## config.mk

```make
export PLATFORM = sky130hd
export DESIGN_NAME = free_running_timer_edge_capture
export DESIGN_NICKNAME = d
export VERILOG_FILES = /design/src/verilog/frt_capture_pkg.sv /design/src/verilog/capture_edge_detect.sv /design/src/verilog/capture_slot.sv /design/src/verilog/free_running_timer_edge_capture.sv
export SDC_FILE = /design/constraint.sdc
export NUM_CORES = 1
export LEC_CHECK = 0
export BUFFER_PORTS_ARGS = -buffer_cell sky130_fd_sc_hd__buf_2
export CAP_MARGIN = 20
export CORE_MARGIN = 1.5
export CORE_UTILIZATION = 40
export CTS_CLUSTER_DIAMETER = 120
export DETAILED_ROUTE_END_ITERATION = 8
export PLACE_DENSITY = 0.7
export SLEW_MARGIN = 20
export SYNTH_ARGS = -nofsm -noshare
export SYNTH_HDL_FRONTEND = slang
export SYNTH_SLANG_ARGS = --single-unit
```

## constraint.sdc

```tcl
create_clock -name core_clk -period 4.1 [get_ports core_clk]
set_input_delay 0.82 -clock core_clk [delete_from_list [all_inputs] [get_ports core_clk]]
set_output_delay 0.82 -clock core_clk [all_outputs]
set_load 0.05 [all_outputs]
```

## src/verilog/frt_capture_pkg.sv

```systemverilog
// constants, register map and bus carriers of the free-running timer with edge capture
package frt_capture_pkg;

	// ----------------------------------------------------------------
	// register indices (byte address is four times the index)
	// ----------------------------------------------------------------
	localparam logic [5:0] IDX_COUNTER_LOW   = 6'h20;
	localparam logic [5:0] IDX_COUNTER_HIGH  = 6'h21;
	localparam logic [5:0] IDX_CAP0_RISE     = 6'h22;
	localparam logic [5:0] IDX_CAP1_RISE     = 6'h23;
	localparam logic [5:0] IDX_CAP0_FALL     = 6'h24;
	localparam logic [5:0] IDX_CAP1_FALL     = 6'h25;
	localparam logic [5:0] IDX_TIMER_CONFIG  = 6'h2A;

	// ----------------------------------------------------------------
	// field layout and reset values
	// ----------------------------------------------------------------
	localparam int         CFG_HOLD_BIT      = 7;
	localparam int         CFG_PRESCALE_LSB  = 4;
	localparam int         CFG_PRESCALE_MSB  = 6;
	localparam int         CFG_WIDE_BIT      = 3;
	localparam logic [7:0] CFG_WRITE_MASK    = 8'hF8;
	localparam logic [7:0] CFG_RESET         = 8'h00;
	localparam logic [7:0] BYTE_RESET        = 8'h00;
	localparam logic [15:0] COUNTER_RESET    = 16'h0000;
	localparam int         NUM_CAPTURES      = 4;
	localparam int         CAP0_RISE         = 0;
	localparam int         CAP1_RISE         = 1;
	localparam int         CAP0_FALL         = 2;
	localparam int         CAP1_FALL         = 3;

	// ----------------------------------------------------------------
	// timing: timer tick divider (core_clk cycles per tick)
	// ----------------------------------------------------------------
	localparam int         TICK_DIV_DEFAULT  = 1;

	// ----------------------------------------------------------------
	// bus responses
	// ----------------------------------------------------------------
	localparam logic [1:0] RESP_OKAY         = 2'h0;
	localparam logic [1:0] RESP_SLVERR       = 2'h2;

	typedef struct packed {
		logic [7:0]  awaddr;
		logic        awvalid;
		logic [31:0] wdata;
		logic [3:0]  wstrb;
		logic        wvalid;
		logic        bready;
		logic [7:0]  araddr;
		logic        arvalid;
		logic        rready;
	} axi_lite_req_t;

	typedef struct packed {
		logic        awready;
		logic        wready;
		logic [1:0]  bresp;
		logic        bvalid;
		logic        arready;
		logic [31:0] rdata;
		logic [1:0]  rresp;
		logic        rvalid;
	} axi_lite_rsp_t;

endpackage : frt_capture_pkg

```

## src/verilog/capture_edge_detect.sv

```systemverilog
// two-stage synchroniser and edge detector for one capture input
`timescale 1ns/1ps
`default_nettype none

module capture_edge_detect (
	input  wire logic core_clk,
	input  wire logic nrst,
	input  wire logic async_in,
	output logic      rise,
	output logic      fall
);

	logic meta_ff;
	logic sync_ff;
	logic prev_ff;

	// ----------------------------------------------------------------
	// synchroniser and previous sample
	// ----------------------------------------------------------------
	always_ff @(posedge core_clk or negedge nrst) begin
		if (!nrst) begin
			meta_ff <= 1'b0;
			sync_ff <= 1'b0;
			prev_ff <= 1'b0;
		end else begin
			meta_ff <= async_in;
			sync_ff <= meta_ff;
			prev_ff <= sync_ff;
		end
	end

	assign rise = sync_ff & ~prev_ff;
	assign fall = ~sync_ff & prev_ff;

endmodule : capture_edge_detect

`default_nettype wire

```

## src/verilog/capture_slot.sv

```systemverilog
// one capture register with first-edge hold
`timescale 1ns/1ps
`default_nettype none

module capture_slot (
	input  wire logic       core_clk,
	input  wire logic       nrst,
	input  wire logic       hold_en,
	input  wire logic       capture_stb,
	input  wire logic [7:0] capture_value,
	input  wire logic       wr_stb,
	input  wire logic [7:0] wr_value,
	input  wire logic       rd_stb,
	output logic      [7:0] value_ff
);

	logic full_ff;
	logic accept;

	// held value is released by the read in the same cycle, so an edge then is kept
	assign accept = capture_stb & (~hold_en | ~full_ff | rd_stb);

	// ----------------------------------------------------------------
	// held flag
	// ----------------------------------------------------------------
	always_ff @(posedge core_clk or negedge nrst) begin
		if (!nrst) begin
			full_ff <= 1'b0;
		end else if (!hold_en) begin
			full_ff <= 1'b0;
		end else if (accept) begin
			full_ff <= 1'b1;
		end else if (rd_stb) begin
			full_ff <= 1'b0;
		end
	end

	// ----------------------------------------------------------------
	// stored value
	// ----------------------------------------------------------------
	always_ff @(posedge core_clk or negedge nrst) begin
		if (!nrst) begin
			value_ff <= frt_capture_pkg::BYTE_RESET;
		end else if (accept) begin
			value_ff <= capture_value;
		end else if (wr_stb) begin
			value_ff <= wr_value;
		end
	end

endmodule : capture_slot

`default_nettype wire

```

## src/verilog/free_running_timer_edge_capture.sv

```systemverilog
// free-running 16-bit timer with edge capture behind an AXI4-Lite slave
//
// Implementation choice: the AXI4-Lite slave port.
`timescale 1ns/1ps
`default_nettype none

module free_running_timer_edge_capture #(
	parameter int unsigned TICK_DIV = frt_capture_pkg::TICK_DIV_DEFAULT
) (
	input  wire logic                           core_clk,
	input  wire logic                           nrst,
	input  wire frt_capture_pkg::axi_lite_req_t axi_req,
	output var frt_capture_pkg::axi_lite_rsp_t  axi_rsp,
	input  wire logic                           capture_input_0,
	input  wire logic                           capture_input_1
);

	localparam logic [15:0] DIV_LAST = 16'(TICK_DIV - 1);

	// ----------------------------------------------------------------
	// declarations
	// ----------------------------------------------------------------
	logic        aw_held_ff;
	logic [7:0]  awaddr_ff;
	logic        w_held_ff;
	logic [31:0] wdata_ff;
	logic [3:0]  wstrb_ff;
	logic        bvalid_ff;
	logic [1:0]  bresp_ff;
	logic        rvalid_ff;
	logic [31:0] rdata_ff;
	logic [1:0]  rresp_ff;
	logic        awready;
	logic        wready;
	logic        arready;
	logic        wr_fire;
	logic        wr_ok;
	logic        rd_fire;
	logic        wr_counter_low;
	logic        wr_counter_high;
	logic        wr_config;
	logic        rd_counter_low;
	logic [1:0]  wr_resp;
	logic [1:0]  rd_resp;
	logic [5:0]  wr_idx;
	logic [5:0]  rd_idx;
	logic [7:0]  wr_byte;
	logic [7:0]  rd_byte;
	logic [15:0] div_ff;
	logic        tick;
	logic [15:0] counter_ff;
	logic [7:0]  low_wr_hold_ff;
	logic [7:0]  high_rd_hold_ff;
	logic [7:0]  config_ff;
	logic        hold_en;
	logic        wide_capture_enable;
	logic [2:0]  prescale;
	logic [7:0]  slice;
	logic        rise0;
	logic        fall0;
	logic        rise1;
	logic        fall1;
	logic [frt_capture_pkg::NUM_CAPTURES-1:0] cap_stb;
	logic [frt_capture_pkg::NUM_CAPTURES-1:0] cap_wr;
	logic [frt_capture_pkg::NUM_CAPTURES-1:0] cap_rd;
	logic [7:0]  cap_val [frt_capture_pkg::NUM_CAPTURES];
	logic [7:0]  cap_reg [frt_capture_pkg::NUM_CAPTURES];
	logic [5:0]  cap_idx [frt_capture_pkg::NUM_CAPTURES];

	// ----------------------------------------------------------------
	// address map
	// ----------------------------------------------------------------
	// indices 0x26..0x29 fall in the gap and are refused
	function automatic logic is_mapped(input logic [5:0] idx);
		logic in_block;
		logic in_config;
		in_block  = (idx >= frt_capture_pkg::IDX_COUNTER_LOW)
			&& (idx <= frt_capture_pkg::IDX_CAP1_FALL);
		in_config = (idx == frt_capture_pkg::IDX_TIMER_CONFIG);
		is_mapped = in_block | in_config;
	endfunction : is_mapped

	// ----------------------------------------------------------------
	// AXI4-Lite write channels
	// ----------------------------------------------------------------
	assign awready = ~aw_held_ff & ~bvalid_ff;
	assign wready  = ~w_held_ff & ~bvalid_ff;
	assign wr_fire = aw_held_ff & w_held_ff & ~bvalid_ff;
	assign wr_idx  = awaddr_ff[7:2];
	assign wr_byte = wdata_ff[7:0];
	assign wr_ok   = wr_fire & is_mapped(wr_idx) & wstrb_ff[0];

	// ----------------------------------------------------------------
	// register decode
	// ----------------------------------------------------------------
	assign wr_counter_low  = wr_ok & (wr_idx == frt_capture_pkg::IDX_COUNTER_LOW);
	assign wr_counter_high = wr_ok & (wr_idx == frt_capture_pkg::IDX_COUNTER_HIGH);
	assign wr_config       = wr_ok & (wr_idx == frt_capture_pkg::IDX_TIMER_CONFIG);
	assign rd_counter_low  = rd_fire & (rd_idx == frt_capture_pkg::IDX_COUNTER_LOW);
	// lane 0 off still answers okay; only an unmapped index is refused
	assign wr_resp = is_mapped(wr_idx) ? frt_capture_pkg::RESP_OKAY
		: frt_capture_pkg::RESP_SLVERR;
	assign rd_resp = is_mapped(rd_idx) ? frt_capture_pkg::RESP_OKAY
		: frt_capture_pkg::RESP_SLVERR;

	always_ff @(posedge core_clk or negedge nrst) begin
		if (!nrst) begin
			aw_held_ff <= 1'b0;
			awaddr_ff  <= 8'h00;
		end else if (axi_req.awvalid && awready) begin
			aw_held_ff <= 1'b1;
			awaddr_ff  <= axi_req.awaddr;
		end else if (wr_fire) begin
			aw_held_ff <= 1'b0;
		end
	end

	always_ff @(posedge core_clk or negedge nrst) begin
		if (!nrst) begin
			w_held_ff <= 1'b0;
			wdata_ff  <= 32'h0000_0000;
			wstrb_ff  <= 4'h0;
		end else if (axi_req.wvalid && wready) begin
			w_held_ff <= 1'b1;
			wdata_ff  <= axi_req.wdata;
			wstrb_ff  <= axi_req.wstrb;
		end else if (wr_fire) begin
			w_held_ff <= 1'b0;
		end
	end

	always_ff @(posedge core_clk or negedge nrst) begin
		if (!nrst) begin
			bvalid_ff <= 1'b0;
			bresp_ff  <= frt_capture_pkg::RESP_OKAY;
		end else if (wr_fire) begin
			bvalid_ff <= 1'b1;
			bresp_ff  <= wr_resp;
		end else if (axi_req.bready) begin
			bvalid_ff <= 1'b0;
		end
	end

	// ----------------------------------------------------------------
	// AXI4-Lite read channels
	// ----------------------------------------------------------------
	assign arready = ~rvalid_ff;
	assign rd_fire = axi_req.arvalid & arready;
	assign rd_idx  = axi_req.araddr[7:2];

	always_comb begin
		rd_byte = 8'h00;
		case (rd_idx)
			frt_capture_pkg::IDX_COUNTER_LOW:  rd_byte = counter_ff[7:0];
			frt_capture_pkg::IDX_COUNTER_HIGH: rd_byte = high_rd_hold_ff;
			frt_capture_pkg::IDX_CAP0_RISE:    rd_byte = cap_reg[frt_capture_pkg::CAP0_RISE];
			frt_capture_pkg::IDX_CAP1_RISE:    rd_byte = cap_reg[frt_capture_pkg::CAP1_RISE];
			frt_capture_pkg::IDX_CAP0_FALL:    rd_byte = cap_reg[frt_capture_pkg::CAP0_FALL];
			frt_capture_pkg::IDX_CAP1_FALL:    rd_byte = cap_reg[frt_capture_pkg::CAP1_FALL];
			frt_capture_pkg::IDX_TIMER_CONFIG: rd_byte = config_ff;
			default:                           rd_byte = 8'h00;
		endcase
	end

	always_ff @(posedge core_clk or negedge nrst) begin
		if (!nrst) begin
			rvalid_ff <= 1'b0;
			rdata_ff  <= 32'h0000_0000;
			rresp_ff  <= frt_capture_pkg::RESP_OKAY;
		end else if (rd_fire) begin
			rvalid_ff <= 1'b1;
			rdata_ff  <= {24'h00_0000, rd_byte};
			rresp_ff  <= rd_resp;
		end else if (axi_req.rready) begin
			rvalid_ff <= 1'b0;
		end
	end

	always_comb begin
		axi_rsp         = '0;
		axi_rsp.awready = awready;
		axi_rsp.wready  = wready;
		axi_rsp.bvalid  = bvalid_ff;
		axi_rsp.bresp   = bresp_ff;
		axi_rsp.arready = arready;
		axi_rsp.rvalid  = rvalid_ff;
		axi_rsp.rdata   = rdata_ff;
		axi_rsp.rresp   = rresp_ff;
	end

	// ----------------------------------------------------------------
	// timer tick divider
	// ----------------------------------------------------------------
	// timer advances only on its tick, never on bus timing
	assign tick = (div_ff == DIV_LAST);

	always_ff @(posedge core_clk or negedge nrst) begin
		if (!nrst) begin
			div_ff <= 16'h0000;
		end else if (tick) begin
			div_ff <= 16'h0000;
		end else begin
			div_ff <= div_ff + 16'h0001;
		end
	end

	// ----------------------------------------------------------------
	// free-running counter and its holding registers
	// ----------------------------------------------------------------
	always_ff @(posedge core_clk or negedge nrst) begin
		if (!nrst) begin
			counter_ff <= frt_capture_pkg::COUNTER_RESET;
		end else if (wr_counter_high) begin
			// load beats the tick, so the written value is seen exactly
			counter_ff <= {wr_byte, low_wr_hold_ff};
		end else if (tick) begin
			counter_ff <= counter_ff + 16'h0001;
		end
	end

	always_ff @(posedge core_clk or negedge nrst) begin
		if (!nrst) begin
			low_wr_hold_ff <= frt_capture_pkg::BYTE_RESET;
		end else if (wr_counter_low) begin
			low_wr_hold_ff <= wr_byte;
		end
	end

	always_ff @(posedge core_clk or negedge nrst) begin
		if (!nrst) begin
			high_rd_hold_ff <= frt_capture_pkg::BYTE_RESET;
		end else if (rd_counter_low) begin
			// upper byte frozen at the low read keeps the pair coherent
			high_rd_hold_ff <= counter_ff[15:8];
		end
	end

	// ----------------------------------------------------------------
	// timer configuration
	// ----------------------------------------------------------------
	always_ff @(posedge core_clk or negedge nrst) begin
		if (!nrst) begin
			config_ff <= frt_capture_pkg::CFG_RESET;
		end else if (wr_config) begin
			// reserved bits 2..0 always read zero
			config_ff <= wr_byte & frt_capture_pkg::CFG_WRITE_MASK;
		end
	end

	assign hold_en             = config_ff[frt_capture_pkg::CFG_HOLD_BIT];
	assign wide_capture_enable = config_ff[frt_capture_pkg::CFG_WIDE_BIT];
	assign prescale            = config_ff[frt_capture_pkg::CFG_PRESCALE_MSB:
		frt_capture_pkg::CFG_PRESCALE_LSB];
	assign slice               = 8'(counter_ff >> prescale);

	// ----------------------------------------------------------------
	// capture inputs
	// ----------------------------------------------------------------
	capture_edge_detect u_edge0 (
		.core_clk (core_clk),
		.nrst     (nrst),
		.async_in (capture_input_0),
		.rise     (rise0),
		.fall     (fall0)
	);

	capture_edge_detect u_edge1 (
		.core_clk (core_clk),
		.nrst     (nrst),
		.async_in (capture_input_1),
		.rise     (rise1),
		.fall     (fall1)
	);

	// ----------------------------------------------------------------
	// capture steering
	// ----------------------------------------------------------------
	always_comb begin
		cap_stb[frt_capture_pkg::CAP0_RISE] = rise0;
		cap_stb[frt_capture_pkg::CAP0_FALL] = fall0;
		if (wide_capture_enable) begin
			// channel 1 registers extend channel 0; input 1 is ignored
			cap_stb[frt_capture_pkg::CAP1_RISE] = rise0;
			cap_stb[frt_capture_pkg::CAP1_FALL] = fall0;
			cap_val[frt_capture_pkg::CAP0_RISE] = counter_ff[7:0];
			cap_val[frt_capture_pkg::CAP0_FALL] = counter_ff[7:0];
			cap_val[frt_capture_pkg::CAP1_RISE] = counter_ff[15:8];
			cap_val[frt_capture_pkg::CAP1_FALL] = counter_ff[15:8];
		end else begin
			cap_stb[frt_capture_pkg::CAP1_RISE] = rise1;
			cap_stb[frt_capture_pkg::CAP1_FALL] = fall1;
			cap_val[frt_capture_pkg::CAP0_RISE] = slice;
			cap_val[frt_capture_pkg::CAP0_FALL] = slice;
			cap_val[frt_capture_pkg::CAP1_RISE] = slice;
			cap_val[frt_capture_pkg::CAP1_FALL] = slice;
		end
	end

	always_comb begin
		cap_idx[frt_capture_pkg::CAP0_RISE] = frt_capture_pkg::IDX_CAP0_RISE;
		cap_idx[frt_capture_pkg::CAP1_RISE] = frt_capture_pkg::IDX_CAP1_RISE;
		cap_idx[frt_capture_pkg::CAP0_FALL] = frt_capture_pkg::IDX_CAP0_FALL;
		cap_idx[frt_capture_pkg::CAP1_FALL] = frt_capture_pkg::IDX_CAP1_FALL;
	end

	for (genvar g = 0; g < frt_capture_pkg::NUM_CAPTURES; g++) begin : g_cap
		assign cap_wr[g] = wr_ok & (wr_idx == cap_idx[g]);
		assign cap_rd[g] = rd_fire & (rd_idx == cap_idx[g]);

		capture_slot u_slot (
			.core_clk      (core_clk),
			.nrst          (nrst),
			.hold_en       (hold_en),
			.capture_stb   (cap_stb[g]),
			.capture_value (cap_val[g]),
			.wr_stb        (cap_wr[g]),
			.wr_value      (wr_byte),
			.rd_stb        (cap_rd[g]),
			.value_ff      (cap_reg[g])
		);
	end

endmodule : free_running_timer_edge_capture

`default_nettype wire

```

==> flow_metrics.env <==
export IMPL_arrival_ns=2.72
export IMPL_clock_fmax_ghz=0.419
export IMPL_synthAdderAreaFrac=0.00554
export IMPL_synth_xor_area_share=0.0194
export IMPL_synth_compound_area_frac=0.105
export IMPL_post_route_cell_area_um2=7660
export IMPL_fin_skew_ns=0.00843
export IMPL_core_area_um2=16600
export IMPL_pin_count=102
export IMPL_drt_initial_drc_count=355
export IMPL_vias=4850
export IMPL_hold_depth=0
export IMPL_numCtsBuffers=17
export IMPL_utilization=0.462
export IMPL_cp_start_kind="register"
export IMPL_area_growth_pct=13.0
export IMPL_r2r_cells=4
export IMPL_hold_viol_final=0
export IMPL_grt_pass1_vias=4799
export IMPL_clk_pin_slew_ns=0.06
export IMPL_synth_top_area_frac=0.458
export IMPL_antenna_cells=0
export IMPL_cts_sinks=124
export IMPL_post_route_period_util=0.581
export IMPL_hp_class="reg2reg"
export IMPL_avgViaCountPerCell=5.67
export IMPL_die_y_um=133
export IMPL_syn_instance_count=600
export IMPL_finalSetupViolCount=0
export IMPL_seq_power_share=0.407
export IMPL_grt_util_all_layers=0.189
export IMPL_first_pass_iters=7
export IMPL_fp_row_count=47
export IMPL_outcome="finished, final reports clean"
export IMPL_synth_common_cells="124 x dfrtp_1, 85 x mux2i_1, 36 x mux2_2"
export IMPL_ir_worst_vdd_mv=0.340
export IMPL_reg2reg_to="g_cap[1].u_slot.value_ff[2]$_DFFE_PN0P_"
export IMPL_r2r_slack_ns=1.72
export IMPL_detail_route_antenna_nets=0
export IMPL_power_frac_comb=0.285
export IMPL_synth_edf_count=0
export IMPL_ys_seq_area_frac=0.458
export IMPL_clock_latency_ns=0.42
export IMPL_nets=688
export IMPL_rsz0062_at_grt="false"
export IMPL_cp_required_ns=4.43
export IMPL_post_synth_top_count_cell="dfrtp_1"
export IMPL_cts_tree="built"
export IMPL_grt_first_pass_wirelength_mm=26.0
export IMPL_ys_types=56
export IMPL_tightest_slew_ns=1.07
export IMPL_period_minus_slack_ns=2.38
export IMPL_switching_power_mw=1.87
export IMPL_path_class="reg2reg"
export IMPL_critPathMaxFanout=23
export IMPL_p_int_mw=3.28
export IMPL_gp_congestion=0.895
export IMPL_cts_hold_buffers=0
export IMPL_maxCapViolations=0
export IMPL_reg2reg_from="config_ff[3]$_DFFE_PN0P_"
export IMPL_port_buffers=44
export IMPL_cts_resized=0
export IMPL_syn_mean_instance_area_um2=11.3
export IMPL_synth_area_um2=6780
export IMPL_drive_gt1_frac=0.206
export IMPL_ys_ff_latch=124
export IMPL_htree_levels=4
export IMPL_root_buffer="clkbuf_16"
export IMPL_dieArea_um2=17700
export IMPL_hold_path_end="u_edge1.sync_ff$_DFF_PN0_"
export IMPL_synth_simple_area_share=0.140
export IMPL_endpoint_kind="register"
export IMPL_wl_mm=15.7
export IMPL_synth_top_family_by_area="multiplexers"
export IMPL_power_density_nw_per_um2=673
export IMPL_p_clk_frac=0.308
export IMPL_initial_core_util=0.409
export IMPL_grt_max_degree=69
export IMPL_fin_hold_ws_ns=0.343
export IMPL_antenna_found_initial=0
export IMPL_drv_slew=0
export IMPL_clockBufferDepth=2
export IMPL_synth_area_top_cells="dfrtp_1 46%, mux2i_1 13%, mux2_2 6.0%"
export IMPL_fin_tns_setup_ns=0
export IMPL_async_flop_share=1.00
export IMPL_yosysTopAreaCell="dfrtp_1"
export IMPL_slew_headroom=0.282
export IMPL_power_switching_share=0.363
export IMPL_dpl_hpwl_mm=10.8
export IMPL_ys_warn_count=0
export IMPL_ys_flop_type="dfrtp_1"
export IMPL_die_w_um=133
export IMPL_p_leak_nw=3.46
export IMPL_grt_ovfl_total=0
export IMPL_yosys_mux_area_fraction=0.212
export IMPL_drc_errors=0
export IMPL_wl_per_cell_um=18.4
export IMPL_min_from="u_edge1.meta_ff$_DFF_PN0_"
export IMPL_postCtsSetupBuffers=0
export IMPL_placed_area_um2=7030
-- logic make-up after synthesis --
logic type | count (synthesis)
flip-flops | 124
AO/OA/AOI/OAI | 96
adder cells (fa/ha/maj) | 3
other | 1
AND/OR/NAND/NOR | 158
multiplexers | 129
buffers and inverters | 74
XOR/XNOR | 15
-- metrics by stage --
stage | setup slack, ns | total power, mW | std cells
3_3_place_gp | 1.33 | 3.45 | 825
3_5_place_dp | 1.29 | 3.55 | 825
4_1_cts | 1.68 | 5.15 | 856
2_1_floorplan | 1.88 | 3.15 | 625
5_1_grt | 1.60 | 5.43 | 856
6_report | 1.72 | 5.15 | 856
-- flip-flops by register name, indices dropped and copies added (netlist names), 6 cells and up --
signal and cells:
counter_ff 16, g_cap.u_slot.value_ff 32, low_wr_hold_ff 8, rdata_ff 8, high_rd_hold_ff 8, div_ff 16
awaddr_ff 6, wdata_ff 8
-- power by group through the flow --
stage	registers [mW]	logic (mW)	clock network, mW
after floorplan	1.86	1.29	0
after global placement	2.06	1.40	0
after detailed placement	2.10	1.46	0
after CTS	2.08	1.46	1.61
after global routing	2.15	1.60	1.68
final	2.10	1.47	1.59
-- metal layers --
metal,GRT usage,routed length (µm),vias to the layer above
li1,-,-,2233
met1,0.253,6720,2405
met2,0.304,7670,190
met3,0.0434,1090,22
met4,0.0628,270,0
met5,0,0,-
-- final cells by class --
| cell class | count | area [µm²] |
|---|---|---|
| Clock buffer | 20 | 457 |
| Clock inverter | 11 | 168 |
| Fill cell | 1510 | 8930 |
| Inverter | 6 | 22.5 |
| Multi-Input combinational cell | 427 | 3370 |
| Sequential cell | 124 | 3100 |
| Tap cell | 220 | 275 |
| Timing Repair Buffer | 48 | 265 |
-- placed cells by master (no fill, tap or decap), types with 4 or more instances in the layout --
cell        count
a221o_1         6
inv_1           6
bufinv_16       4
and2_1         21
a21oi_1         6
conb_1         26
buf_2          43
a22oi_1        19
a21boi_0        4
dfrtp_1       124
clkinvlp_4      5
nand2b_1        7
a31oi_1        30
nand3_1        15
nor2_1         28
nor3_1          8
nor2b_1         5
or4_1           8
nand2_1        18
nand4_1         9
clkbuf_16      17
and4_1          5
xnor2_1        13
o21ai_0         8
o31ai_1         7
buf_4           4
and3_1          4
mux4_2          8
a22o_1          6
mux2i_1        85
mux2_2         36
or3_1           6
-- worst max-delay path, cell delays in order (launching register included) --
cell       delay [ns]
dfrtp_1          0.81
inv_1            0.47
a2bb2oi_1        0.28
a31oi_4          0.46
mux2i_1          0.28
-- worst max-delay path by stage --
stage	startpoint	endpoint	slack, ns	cells after the start
6_report	config_ff[3]$_DFFE_PN0P_	g_cap[1].u_slot.value_ff[2]$_DFFE_PN0P_	1.72	4
2_1_floorplan	axi_req[8]	g_cap[2].u_slot.value_ff[0]$_DFFE_PN0P_	1.88	6
3_3_place_gp	axi_req[5]	g_cap[3].u_slot.value_ff[0]$_DFFE_PN0P_	1.33	4
4_1_cts	awaddr_ff[4]$_DFFE_PN0P_	counter_ff[9]$_DFFE_PN0P_	1.68	4
3_5_place_dp	axi_req[6]	g_cap[0].u_slot.value_ff[6]$_DFFE_PN0P_	1.29	6
5_1_grt	awaddr_ff[2]$_DFFE_PN0P_	config_ff[6]$_DFFE_PN0P_	1.60	4
Power figures use the tool's default switching activity.
